`src/logic/fgp_pkg.sv`:
```
// Package for the fast GPIO port register block
// Overview of operation
// - Each pin is driven to its output data bit only while its direction selects output.
// - Output data bits of unimplemented pins read as zero.
// - A write to the set port forces to 1 each output data bit written as 1.
// - A write to the clear port forces to 0 each output data bit written as 1.
// - A write to the toggle port inverts each output data bit written as 1.
// - Set, clear and toggle writes leave bits written as 0 unchanged.
// - Each input data bit holds the sampled level of its pin.
// - Input data bits of unimplemented pins read as zero.
// - Input data bits of pins with no digital function read as zero.
// - An input data bit does not sample its pin while its port control is disabled.
// - A clear direction bit means input and a set one means output.
// - A pin set as input with its input disabled is left undriven.
// - Input is enabled on a pin whose input-disable bit and direction bit are 0 and that has a digital function.
// - A set input-disable bit disables input and its input data bit reads zero.
// - Valid accesses finish with no wait state and erroneous ones with one.
// - Any access outside the register map signals a bus error.
`default_nettype none
package fgp_pkg;
	localparam int unsigned FGP_DW = 32;
	localparam int unsigned FGP_AW = 8;
	localparam logic [7:0] FGP_OFS_DATA_OUT = 8'h00;
	localparam logic [7:0] FGP_OFS_SET      = 8'h04;
	localparam logic [7:0] FGP_OFS_CLEAR    = 8'h08;
	localparam logic [7:0] FGP_OFS_TOGGLE   = 8'h0c;
	localparam logic [7:0] FGP_OFS_DATA_IN  = 8'h10;
	localparam logic [7:0] FGP_OFS_DIR      = 8'h14;
	localparam logic [7:0] FGP_OFS_IN_OFF   = 8'h18;
	localparam logic [31:0] FGP_RST_DATA_OUT = 32'h0000_0000;
	localparam logic [31:0] FGP_RST_DIR      = 32'h0000_0000;
	localparam logic [31:0] FGP_RST_IN_OFF   = 32'hffff_ffff;
	localparam logic [31:0] FGP_RST_DATA_IN  = 32'h0000_0000;
	localparam logic [31:0] FGP_IMPL_DEFAULT = 32'hffff_ffff;
	// Bus request from the core
	typedef struct packed {
		logic        valid;
		logic        write;
		logic [7:0]  addr;
		logic [31:0] wdata;
	} fgp_req_t;
	// Answer to the core
	typedef struct packed {
		logic        ready;
		logic        error;
		logic [31:0] rdata;
	} fgp_rsp_t;
	// Decoded access kind
	typedef enum logic [2:0] {
		FGP_K_NONE, FGP_K_DOUT, FGP_K_SET, FGP_K_CLR,
		FGP_K_TGL, FGP_K_DIN, FGP_K_DIR, FGP_K_INOFF
	} fgp_kind_t;
endpackage : fgp_pkg
`default_nettype wire

```
`src/logic/fgp_in_bit.sv`:
```
// One input data bit with freeze and gating
`timescale 1ns/1ns
`default_nettype none
module fgp_in_bit
	import fgp_pkg::*;
(
	// Clock and reset
	input  wire logic i_clk,
	input  wire logic i_sys_rst,
	// Pin and qualifiers
	input  wire logic i_pin,
	input  wire logic i_impl,
	input  wire logic i_digital,
	input  wire logic i_ctl_en,
	input  wire logic i_in_off,
	// Sampled level
	output logic      o_q
);
	logic lvl_q;

	// Sample the pin, zero when gated, hold when frozen
	always_ff @(posedge i_clk) begin
		if (i_sys_rst)
			lvl_q <= 1'b0;
		else if (!i_impl || !i_digital || i_in_off)
			lvl_q <= 1'b0;
		else if (i_ctl_en)
			lvl_q <= i_pin;
	end

	assign o_q = lvl_q;
endmodule : fgp_in_bit
`default_nettype wire

```
`src/logic/fgp_out_bit.sv`:
```
// One output data bit with set, clear and toggle update
`timescale 1ns/1ns
`default_nettype none
module fgp_out_bit
	import fgp_pkg::*;
#(
	parameter logic RST_VAL = 1'b0
) (
	// Clock and reset
	input  wire logic i_clk,
	input  wire logic i_sys_rst,
	// Update controls
	input  wire logic i_wr_data,
	input  wire logic i_wr_bit,
	input  wire logic i_set,
	input  wire logic i_clr,
	input  wire logic i_tgl,
	input  wire logic i_impl,
	// Stored level
	output logic      o_q
);
	logic bit_q;
	logic bit_d;

	// Next value by the kind of write
	always_comb begin
		bit_d = bit_q;
		if (i_wr_data)
			bit_d = i_wr_bit;
		else if (i_set && i_wr_bit)
			bit_d = 1'b1;
		else if (i_clr && i_wr_bit)
			bit_d = 1'b0;
		else if (i_tgl && i_wr_bit)
			bit_d = ~bit_q;
		if (!i_impl)
			bit_d = 1'b0;
	end

	// Storage
	always_ff @(posedge i_clk) begin
		if (i_sys_rst)
			bit_q <= RST_VAL;
		else
			bit_q <= bit_d;
	end

	assign o_q = bit_q;
endmodule : fgp_out_bit
`default_nettype wire

```
`src/logic/fgp_port.sv`:
```
// Fast GPIO port register block on the core local bus
`timescale 1ns/1ns
`default_nettype none
module fgp_port
	import fgp_pkg::*;
#(
	parameter int unsigned NPINS = 32,
	parameter logic [31:0] IMPL_MASK = FGP_IMPL_DEFAULT
) (
	// Clock and reset
	input  wire logic i_clk,
	input  wire logic i_sys_rst,
	// Core local bus
	input  wire fgp_req_t i_req,
	output fgp_rsp_t      o_rsp,
	// Port control side
	input  wire logic [NPINS-1:0] i_digital,
	input  wire logic [NPINS-1:0] i_ctl_en,
	// Pins
	input  wire logic [NPINS-1:0] i_pin,
	output logic      [NPINS-1:0] o_pin,
	output logic      [NPINS-1:0] o_pin_oe_n,
	output logic      [NPINS-1:0] o_pin_in_en
);
	fgp_kind_t         kind;
	logic              bad;
	logic [NPINS-1:0]  dout;
	logic [NPINS-1:0]  din;
	logic [NPINS-1:0]  dir_q;
	logic [NPINS-1:0]  in_off_q;
	logic              err_q;
	logic [31:0]       rdata_d;
	logic [NPINS-1:0]  wbits;

	assign wbits = i_req.wdata[NPINS-1:0];

	// Address decode
	always_comb begin
		kind = FGP_K_NONE;
		bad  = 1'b0;
		if (i_req.valid) begin
			case (i_req.addr)
				FGP_OFS_DATA_OUT: kind = FGP_K_DOUT;
				FGP_OFS_SET:      kind = FGP_K_SET;
				FGP_OFS_CLEAR:    kind = FGP_K_CLR;
				FGP_OFS_TOGGLE:   kind = FGP_K_TGL;
				FGP_OFS_DATA_IN:  kind = FGP_K_DIN;
				FGP_OFS_DIR:      kind = FGP_K_DIR;
				FGP_OFS_IN_OFF:   kind = FGP_K_INOFF;
				default:          bad  = 1'b1;
			endcase
		end
	end

	// Per-pin output and input bits
	for (genvar g = 0; g < NPINS; g++) begin : g_pin
		fgp_out_bit #(
			.RST_VAL (FGP_RST_DATA_OUT[g])
		) u_out (
			.i_clk     (i_clk),
			.i_sys_rst (i_sys_rst),
			.i_wr_data (i_req.write && kind == FGP_K_DOUT),
			.i_wr_bit  (wbits[g]),
			.i_set     (i_req.write && kind == FGP_K_SET),
			.i_clr     (i_req.write && kind == FGP_K_CLR),
			.i_tgl     (i_req.write && kind == FGP_K_TGL),
			.i_impl    (IMPL_MASK[g]),
			.o_q       (dout[g])
		);
		fgp_in_bit u_in (
			.i_clk     (i_clk),
			.i_sys_rst (i_sys_rst),
			.i_pin     (i_pin[g]),
			.i_impl    (IMPL_MASK[g]),
			.i_digital (i_digital[g]),
			.i_ctl_en  (i_ctl_en[g]),
			.i_in_off  (in_off_q[g]),
			.o_q       (din[g])
		);
	end

	// Direction register
	always_ff @(posedge i_clk) begin
		if (i_sys_rst)
			dir_q <= FGP_RST_DIR[NPINS-1:0];
		else if (i_req.write && kind == FGP_K_DIR)
			dir_q <= wbits & IMPL_MASK[NPINS-1:0];
	end

	// Input disable register
	always_ff @(posedge i_clk) begin
		if (i_sys_rst)
			in_off_q <= FGP_RST_IN_OFF[NPINS-1:0];
		else if (i_req.write && kind == FGP_K_INOFF)
			in_off_q <= wbits;
	end

	// Pin drive: direction picks output, else undriven
	always_comb begin
		o_pin       = dout;
		o_pin_oe_n  = ~dir_q;
		o_pin_in_en = ~in_off_q & i_digital & ~dir_q;
	end

	// Read data mux
	always_comb begin
		rdata_d = 32'h0000_0000;
		case (kind)
			FGP_K_DOUT:  rdata_d[NPINS-1:0] = dout;
			FGP_K_DIN:   rdata_d[NPINS-1:0] = din;
			FGP_K_DIR:   rdata_d[NPINS-1:0] = dir_q;
			FGP_K_INOFF: rdata_d[NPINS-1:0] = in_off_q;
			default:     rdata_d = 32'h0000_0000;
		endcase
	end

	// Error wait state tracking
	always_ff @(posedge i_clk) begin
		if (i_sys_rst)
			err_q <= 1'b0;
		else
			err_q <= bad && !err_q;
	end

	// Valid access ready at once; error ready after one wait
	always_comb begin
		o_rsp.ready = (i_req.valid && !bad) || err_q;
		o_rsp.error = err_q;
		o_rsp.rdata = rdata_d;
	end

	// Checks
	AST_ZERO_WAIT: assert property (@(posedge i_clk) disable iff (i_sys_rst)
		i_req.valid && !bad |-> o_rsp.ready && !o_rsp.error)
		else $error("valid access not answered at once");
	AST_ERR_ONE_WAIT: assert property (@(posedge i_clk) disable iff (i_sys_rst)
		bad && !err_q |-> !o_rsp.ready ##1 (o_rsp.ready && o_rsp.error))
		else $error("error access not one wait state");
	AST_SET: assert property (@(posedge i_clk) disable iff (i_sys_rst)
		i_req.valid && i_req.write && i_req.addr == FGP_OFS_SET
		|=> (dout & $past(wbits) & IMPL_MASK[NPINS-1:0])
			== ($past(wbits) & IMPL_MASK[NPINS-1:0]))
		else $error("set port did not set bits");
	AST_CLR: assert property (@(posedge i_clk) disable iff (i_sys_rst)
		i_req.valid && i_req.write && i_req.addr == FGP_OFS_CLEAR
		|=> (dout & $past(wbits)) == '0)
		else $error("clear port did not clear bits");
	AST_TGL: assert property (@(posedge i_clk) disable iff (i_sys_rst)
		i_req.valid && i_req.write && i_req.addr == FGP_OFS_TOGGLE
		|=> dout == (($past(dout) ^ $past(wbits))
			& IMPL_MASK[NPINS-1:0]))
		else $error("toggle port wrong result");
	AST_WO_READ0: assert property (@(posedge i_clk) disable iff (i_sys_rst)
		i_req.valid && !i_req.write && (i_req.addr == FGP_OFS_SET
			|| i_req.addr == FGP_OFS_CLEAR || i_req.addr == FGP_OFS_TOGGLE)
		|-> o_rsp.rdata == 32'h0000_0000)
		else $error("write-only port read nonzero");
	AST_DOUT_IMPL: assert property (@(posedge i_clk) disable iff (i_sys_rst)
		(dout & ~IMPL_MASK[NPINS-1:0]) == '0)
		else $error("unimplemented output bit set");
	AST_IN_OFF_ZERO: assert property (@(posedge i_clk) disable iff (i_sys_rst)
		(in_off_q | ~i_digital) != '0 |=>
			(din & $past(in_off_q | ~i_digital)) == '0)
		else $error("gated input bit not zero");
	AST_FREEZE: assert property (@(posedge i_clk) disable iff (i_sys_rst)
		(~i_ctl_en & ~in_off_q & i_digital) != '0 |=>
			((din ^ $past(din)) & $past(~i_ctl_en & ~in_off_q
				& i_digital)) == '0)
		else $error("frozen input bit changed");
	AST_SAMPLE: assert property (@(posedge i_clk) disable iff (i_sys_rst)
		1'b1 |=> ((din ^ $past(i_pin)) & $past(i_ctl_en & ~in_off_q
			& i_digital) & IMPL_MASK[NPINS-1:0]) == '0)
		else $error("input bit not pin level");
	AST_DRIVE: assert property (@(posedge i_clk) disable iff (i_sys_rst)
		o_pin_oe_n == ~dir_q && (o_pin_in_en & dir_q) == '0)
		else $error("pin drive does not follow direction");
endmodule : fgp_port
`default_nettype wire

```
`config.mk`:
```
export PLATFORM = sky130hd
export DESIGN_NAME = fgp_port
export DESIGN_NICKNAME = d
export VERILOG_FILES = /design/src/logic/fgp_pkg.sv /design/src/logic/fgp_in_bit.sv /design/src/logic/fgp_out_bit.sv /design/src/logic/fgp_port.sv
export SDC_FILE = /design/constraint.sdc
export NUM_CORES = 1
export LEC_CHECK = 0
export ABC_AREA = 1
export BUFFER_PORTS_ARGS = -buffer_cell sky130_fd_sc_hd__buf_2
export CAP_MARGIN = 20
export CORE_UTILIZATION = 40
export DETAILED_ROUTE_END_ITERATION = 8
export PLACE_DENSITY = 0.66
export SLEW_MARGIN = 20
export SYNTH_ARGS = -nofsm -noshare
export SYNTH_HDL_FRONTEND = slang
export SYNTH_SLANG_ARGS = --single-unit
```
`constraint.sdc`:
```
create_clock -name i_clk -period 1.71 [get_ports i_clk]
set_input_delay 0.171 -clock i_clk [delete_from_list [all_inputs] [get_ports i_clk]]
set_output_delay 0.171 -clock i_clk [all_outputs]
set_load 0.03 [all_outputs]
```
# Yosys cells after proc, flatten, opt, wreduce, memory -nomap -nowiden
# Cells that the tools add are included.
# totals
register_bits,129
in_bits,140
out_inout_bits,130
word_cells,486
# op_classes
n_eq_ne,13
muxes,133
bitwise,36
n_reduce_logical,237
# op_table
cell,count
1-bit two-way mux,130
32-bit case mux with 4 select lines,1
4-bit nonzero test,32
1-bit logical AND,104
32-bit AND,2
32-bit inverter,2
2-bit OR reduction,32
1-bit zero test,34
1-bit logical OR,33
1-bit inverter,32
"8-bit by 5-bit equality test with 1-bit output, second input constant",3
3-bit case mux with 7 select lines,1
"8-bit by 4-bit equality test with 1-bit output, second input constant",2
"3-bit equality test, second input constant",4
"8-bit by 3-bit equality test with 1-bit output, second input constant",1
8-bit zero test,1
7-bit OR reduction,1
"3-bit by 2-bit equality test with 1-bit output, second input constant",2
"3-bit by 1-bit equality test with 1-bit output, second input constant",1
3-bit two-way mux,1

# Depth between registers and ports, before layout
# Gate-level depths: netlist of the first run.
# logic_depth
depth_word,10
ltp_mapped,13
depth_no_buf,12

# Cells and area by module
# A second synthesis of the first run with hierarchy kept.
# hier_totals
hier_cells,1511
area_unflattened_um2,8365.5
# modules_own_cells
mod,instances,cells_each,area_per_inst_um2,seq_area_each_um2
fgp_port,1,615,3801.1,1301.2
fgp_out_bit,32,16,81.3,20.0
fgp_in_bit,32,12,61.3,20.0

# Least setup slack after synthesis of the first run
# OpenSTA, ideal clock, no wires.
# synth_timing
path_kind,input-to-output
from,input port i_req[33] (netlist bit)
to,output port o_rsp[10] (netlist bit)
arrival_ns,1.874
required_ns,1.539
slack_ns,-0.335
cell_stages,8
path_buffers,1
path_cell_list,nor2_1 nand3_1 nor2_2 inv_2 nor2_4 nand2_1 clkbuf_1 o21ai_0
# synth_rtl
item,line,rtl
from (decl),fgp_port.sv:14,"input wire fgp_req_t i_req,"
to (decl),fgp_port.sv:15,"output fgp_rsp_t o_rsp,"

==> results.ini, run 1 <==
[outcome]
status=complete, but fails checks
violations=setup timing

[layout]
nFillCells=1591
final_cell_mix=buf_2, nand2_1, inv_1
drive_above_1_share_pct=31.4
syn_to_final_growth_pct=44.7
nets=1482
final_common_cell=buf_2
fin_area_mm2=0.0105

[worst_setup_path]
critPathMaxFanout=7
worstPathRequired_ns=1.54
critPathCaptureType=primary output
cp-start-kind=input port
critical_path_class=input port to primary output
crit_arrival_ns=1.70

[sta]
period_share_pct=109
hold_slack_ns=0.0193
skew_ns=0.00556
max_freq_ghz=0.535
worst_pin_slew_ns=0.472
period_needed_ns=1.87
setup_viol=32
finalHoldViolations=0
fin_ws_ns=-0.158
rsz0062_at_grt=true
drv_slew=0
slew_headroom_pct=68.5

[placed_design]
place_area_mm2=0.00897
post-dp-hpwl_um=17200
gp_congestion=0.797
port_buffers=269
dp_slack_ns=-0.339

[clocking]
path_clk_slew_ns=0.06
cts_sinks=129
clk_latency_ns=0.42
htreeDepth=4
root_buffer=clkbuf_16
clockBufferDepth=2
cts_tree=done
numCtsBuffers=17

[yosys]
async_flop_share_pct=0
ys.flop_type=dfxtp_1
synth_top_area_share_pct=35.6
synth_edf_count=0
synth_area_per_cell_um2=6.86
ys_ff_latch=129
synth_area_leaders=dfxtp_1, nand2_1, inv_1
yosysTopAreaCell=dfxtp_1
syn_area_mm2=0.00726
synth-seq-area-share_pct=35.6
postSynthCellCount=1059
ys_warn_count=0
syn_nets=1199
ys_types=31

[floorplan]
core_mm2=0.0175
dieArea_mm2=0.0187
initial_core_util_pct=41.4
rows=48
die_h_um=137
io_pins=270
die_w_um=137

[power]
p_leak_uw=0.00512
powerDensity_mw_per_mm2=732
ir_drop_mv=0.697
power_uw=7700

[global_route]
grt_max_degree=66
use_met2_pct=46.2
use_met1_pct=33.0
overflow=0
antenna_found_initial=3
use_met3_pct=7.04
grt_first_pass_wirelength_um=38600
busiest_layer=met2
first_global_vias=7513
grt_use_total_pct=27.1

[hold_path]
min_path_type=input port to register

[drt]
dr.pass1.iters=5
drt_iter0_drc=614
drc=0
dr_total_vias=8283
routed_via_density=5.24
ant_nets=0
routed_wl_um=26000
wl_per_cell_um=16.4

[run]
maxCapViolCount=0

## final timing paths
kind | start | endpoint | slack [ns] | cells past startpoint
worst max-delay path | i_req[39] | o_rsp[18] | -0.16 | 11
worst min-delay path | i_req[25] | g_pin[25].u_out.o_q | 0.02 | 3
worst max register to register | g_pin[30].u_out.o_q | g_pin[30].u_out.o_q | 0.83 | 5
worst min register to register | err_q | err_q | 0.45 | 1
## cell type report
type,instances,area [um2],area share [%]
multi-input cells,657,3730,35.5
flip-flops and latches,129,2580,24.6
diodes,2,5.00,0.0476
well taps,225,282,2.68
clock buffers,17,425,4.05
repair buffers,362,2590,24.7
clock inverters,15,231,2.20
inverters,175,659,6.27
## power by group
part | switching (uW) | total, uW | internal, uW
Clock | 1460 | 4070 | 2610
Combinational | 335 | 615 | 280
Sequential | 5.97 | 3020 | 3010
Total | 1800 | 7700 | 5900
## cells by family (layout without fill, tap and decap cells)
logic type | after synthesis | count (layout) | share of synthesized area [%]
flops | 129 | 129 | 35.6
mux | 32 | 32 | 4.41
buf+inv | 273 | 569 | 16.6
simple gates | 418 | 418 | 27.3
other cells | 0 | 2 | 0
compound gates | 207 | 207 | 16.1
## per-stage QoR
stage | utilization [%] | TNS (ns) | std cells
after floorplan | - | -3.24 | 1059
after global placement | 51.2 | -16.10 | 1496
after detailed placement | 51.2 | -22.26 | 1496
after CTS | 58.3 | -5.04 | 1570
after global routing | 59.9 | -6.87 | 1581
final | 59.9 | -3.49 | 1582
## worst max-delay path, cell delays in order
cell	delay [ns]
buf_2	0.12
nor2_4	0.16
nand2_2	0.11
a21oi_4	0.22
buf_6	0.15
nor3_4	0.05
buf_6	0.13
buf_12	0.14
a21oi_1	0.16
o21ai_1	0.10
buf_4	0.18
## Yosys cell counts (3+ instances only)
master / number
mux2i_1: 32
nand2_1: 225
inv_1: 170
nor2_2: 3
o2111ai_1: 9
buf_1: 6
a21oi_1: 86
clkinv_1: 3
nor2_4: 3
nor4_1: 33
nor3_1: 33
clkbuf_1: 28
nand3_1: 37
o21ai_1: 34
buf_4: 41
dfxtp_1: 129
buf_2: 23
o21ai_0: 45
nand4_1: 64
o211ai_1: 29
nor2_1: 12
## timing repair
| item | CTS | global route |
|---|---|---|
| endpoints found under the hold margin | 35 | 0 |
| hold buffers | 35 | 0 |
| pin swaps | 2 | 7 |
| resized for setup | 55 | 67 |
| endpoints found under the setup margin | 32 | 33 |
| setup buffers | 6 | 9 |
| cloned | 1 | 1 |
## sequential cells by signal, indices dropped and copies added (netlist names)
name,count
err_q,1
dir_q,32
g_pin.u_in.o_q,32
in_off_q,32
g_pin.u_out.o_q,32
## routing by layer
layer	wire [um]	part of all wire, %	vias to the layer above
met5	12	0.046	-
met4	559	2.2	2
met3	2110	8.1	45
met2	12400	48	361
met1	10900	42	3782
li1	-	-	4093
Power figures use the tool's default switching activity.
==> inputs of run 2 (changes only) <==
--- a/config.mk
+++ b/config.mk
@@ -10,6 +10,7 @@
 export CAP_MARGIN = 20
 export CORE_UTILIZATION = 40
 export DETAILED_ROUTE_END_ITERATION = 8
+export GPL_TIMING_DRIVEN = 0
 export PLACE_DENSITY = 0.66
 export SLEW_MARGIN = 20
 export SYNTH_ARGS = -nofsm -noshare
==> run 2 against run 1 <==
Clock skew grew 0.00087 ns. The run still ends with setup timing left. First-iteration DRC count grew 35%. Flip-flop and latch count is the same. Register-to-register slack lost 0.07 ns. Worst hold slack lost 0.014 ns. Power shrank 2.3%. Via count grew 9.2%. Critical path depth grew 2. Non-clock buffer count grew 95. Largest power group unchanged.
==> results.ini, run 2 (synthesis gave the netlist of run 1 again) <==
[placed_design]
dp_slack_ns=-0.692
gp_congestion=0.874
dp.cells=1552
post-dp-hpwl_um=20500
port_buffers=268

[layout]
final_common_cell=buf_2
drive_above_1_share_pct=35.2
fin_cells=1675
diodes=0
syn_to_final_growth_pct=54.7
nets=1577
final_cell_mix=buf_2, nand2_1, inv_1

[drt]
routed_wl_um=31600
ant_nets=0
wl_per_cell_um=18.9
drt_iter0_drc=826
dr.pass1.iters=8
drc=0
routed_via_density=5.40
dr_total_vias=9047

[sta]
drv_slew=0
slew_headroom_pct=37.0
fin_ws_ns=-0.358
finalHoldViolations=0
fin_tns_setup_ns=-11.83
skew_ns=0.00643
period_needed_ns=2.07
setup_viol=64
period_share_pct=121
max_freq_ghz=0.484
rsz0062_at_grt=true
worst_pin_slew_ns=0.945

[floorplan]
die_h_um=137
io_pins=270
rows=48
core_mm2=0.0175
die_w_um=137
initial_core_util_pct=41.4
dieArea_mm2=0.0187

[power]
ir_drop_mv=0.725
powerDensity_mw_per_mm2=670
p_leak_uw=0.00543

[worst_setup_path]
critPathBufInv=5
startpoint=i_req[33]
critPathCaptureType=primary output
r2r_setup_slack_ns=0.76
crit_arrival_ns=1.90
r2r-start=g_pin[2].u_out.o_q
cp_cell_sequence=buf_8 > nor2_4 > nand2_2 > nor2_1 > nand2_1 > nand3_4 > buf_6 > nand4_4 > buf_4 > inv_8 > nand2_1 > o2111ai_2 > buf_6
critPathMaxFanout=9
critical_path_class=input port to primary output
critPathSlowestCell=buf_4
reg2reg_to=g_pin[2].u_out.o_q
cpPeakStageDelay_ns=0.26
rr_worst_depth=5
worstPathRequired_ns=1.54
cp-start-kind=input port
cp_top_family=simple AND/OR/NAND/NOR gates

[clocking]
numCtsBuffers=17
clockBufferDepth=2
htreeDepth=4
root_buffer=clkbuf_16
cts_sinks=129
path_clk_slew_ns=0.07
cts_tree=done
clk_latency_ns=0.43

[global_route]
overflow=0
grt_first_pass_wirelength_um=45400
grt_use_total_pct=32.9
grt_max_degree=17
antenna_found_initial=1
first_global_vias=8277

[hold_path]
hp-start=i_req[5]
min_path_type=input port to register
min_path_cells=3
worstHoldEndpoint=g_pin[5].u_out.o_q

[outcome]
status=complete, but fails checks
violations=setup timing

[run]
maxCapViolCount=0

## run 2: cell count changes in the layout (fill, tap and decap cells not counted), sizes merged
cell         before  now
clkbuf           18   51
clkinvlp          2    4
buf             326  375
diode             2    0
bufinv            5    3
inv             177  175
dlygate4sd3      35   48
clkinv            6    8
## run 2: layer usage
metal	global-route usage (%)	part of all wire (%)	up-vias
met5	0	0.041	-
met4	13.7	3.8	2
met3	7.41	8.9	98
met2	54.4	47	520
met1	41.0	40	4142
li1	-	-	4285
## run 2: through the flow
| step | utilization (%) | total power, uW | cell area, um2 | hold WS [ns] |
|---|---|---|---|---|
| after global placement | 51.0 | 3610 | 8940 | 0.423 |
| after floorplan | - | 3320 | 7320 | 0.312 |
| after global routing | 64.1 | 7730 | 11200 | 0.0145 |
| after CTS | 61.2 | 7500 | 10700 | 0.00223 |
| after detailed placement | 51.0 | 3610 | 8940 | 0.424 |
| final | 64.1 | 7520 | 11200 | 0.00566 |
## run 2: area by class of cell
class,instances,area (um2)
clock buffer,17,425
clock inverter,15,186
buffer,98,729
inverter,175,664
tap,225,282
fill,1576,6300
multi-input combinational,657,3840
timing repair buffer,359,2530
sequential,129,2580
## run 2: power by group
group	switching (uW)	total [uW]	internal [uW]
combinational	377	676	299
sequential	5.94	3020	3010
clock	1520	3830	2310
total	1910	7520	5620
## run 2: worst max path at each step
stage                      endpoint  slack, ns  cells past startpoint
after floorplan           o_rsp[10]      -0.14                      8
after global placement     o_rsp[2]      -0.70                     10
after detailed placement   o_rsp[2]      -0.69                     10
after CTS                 o_rsp[28]      -0.25                     11
after global routing       o_rsp[6]      -0.43                     13
final                     o_rsp[30]      -0.36                     13
## run 2: repair_timing
item / in CTS / in global routing
pin swaps: 13 / 16
gates cloned: 5 / 3
hold buffers: 48 / 0
setup endpoints to repair: 35 / 72
endpoints found under the hold margin: 48 / 0
resized for setup: 142 / 103
setup buffers: 21 / 14
## run 2: tightest hold or removal path, cell delays in order
cell     delay (ns)
buf_2          0.11
nand2_1        0.06
a21oi_1        0.05
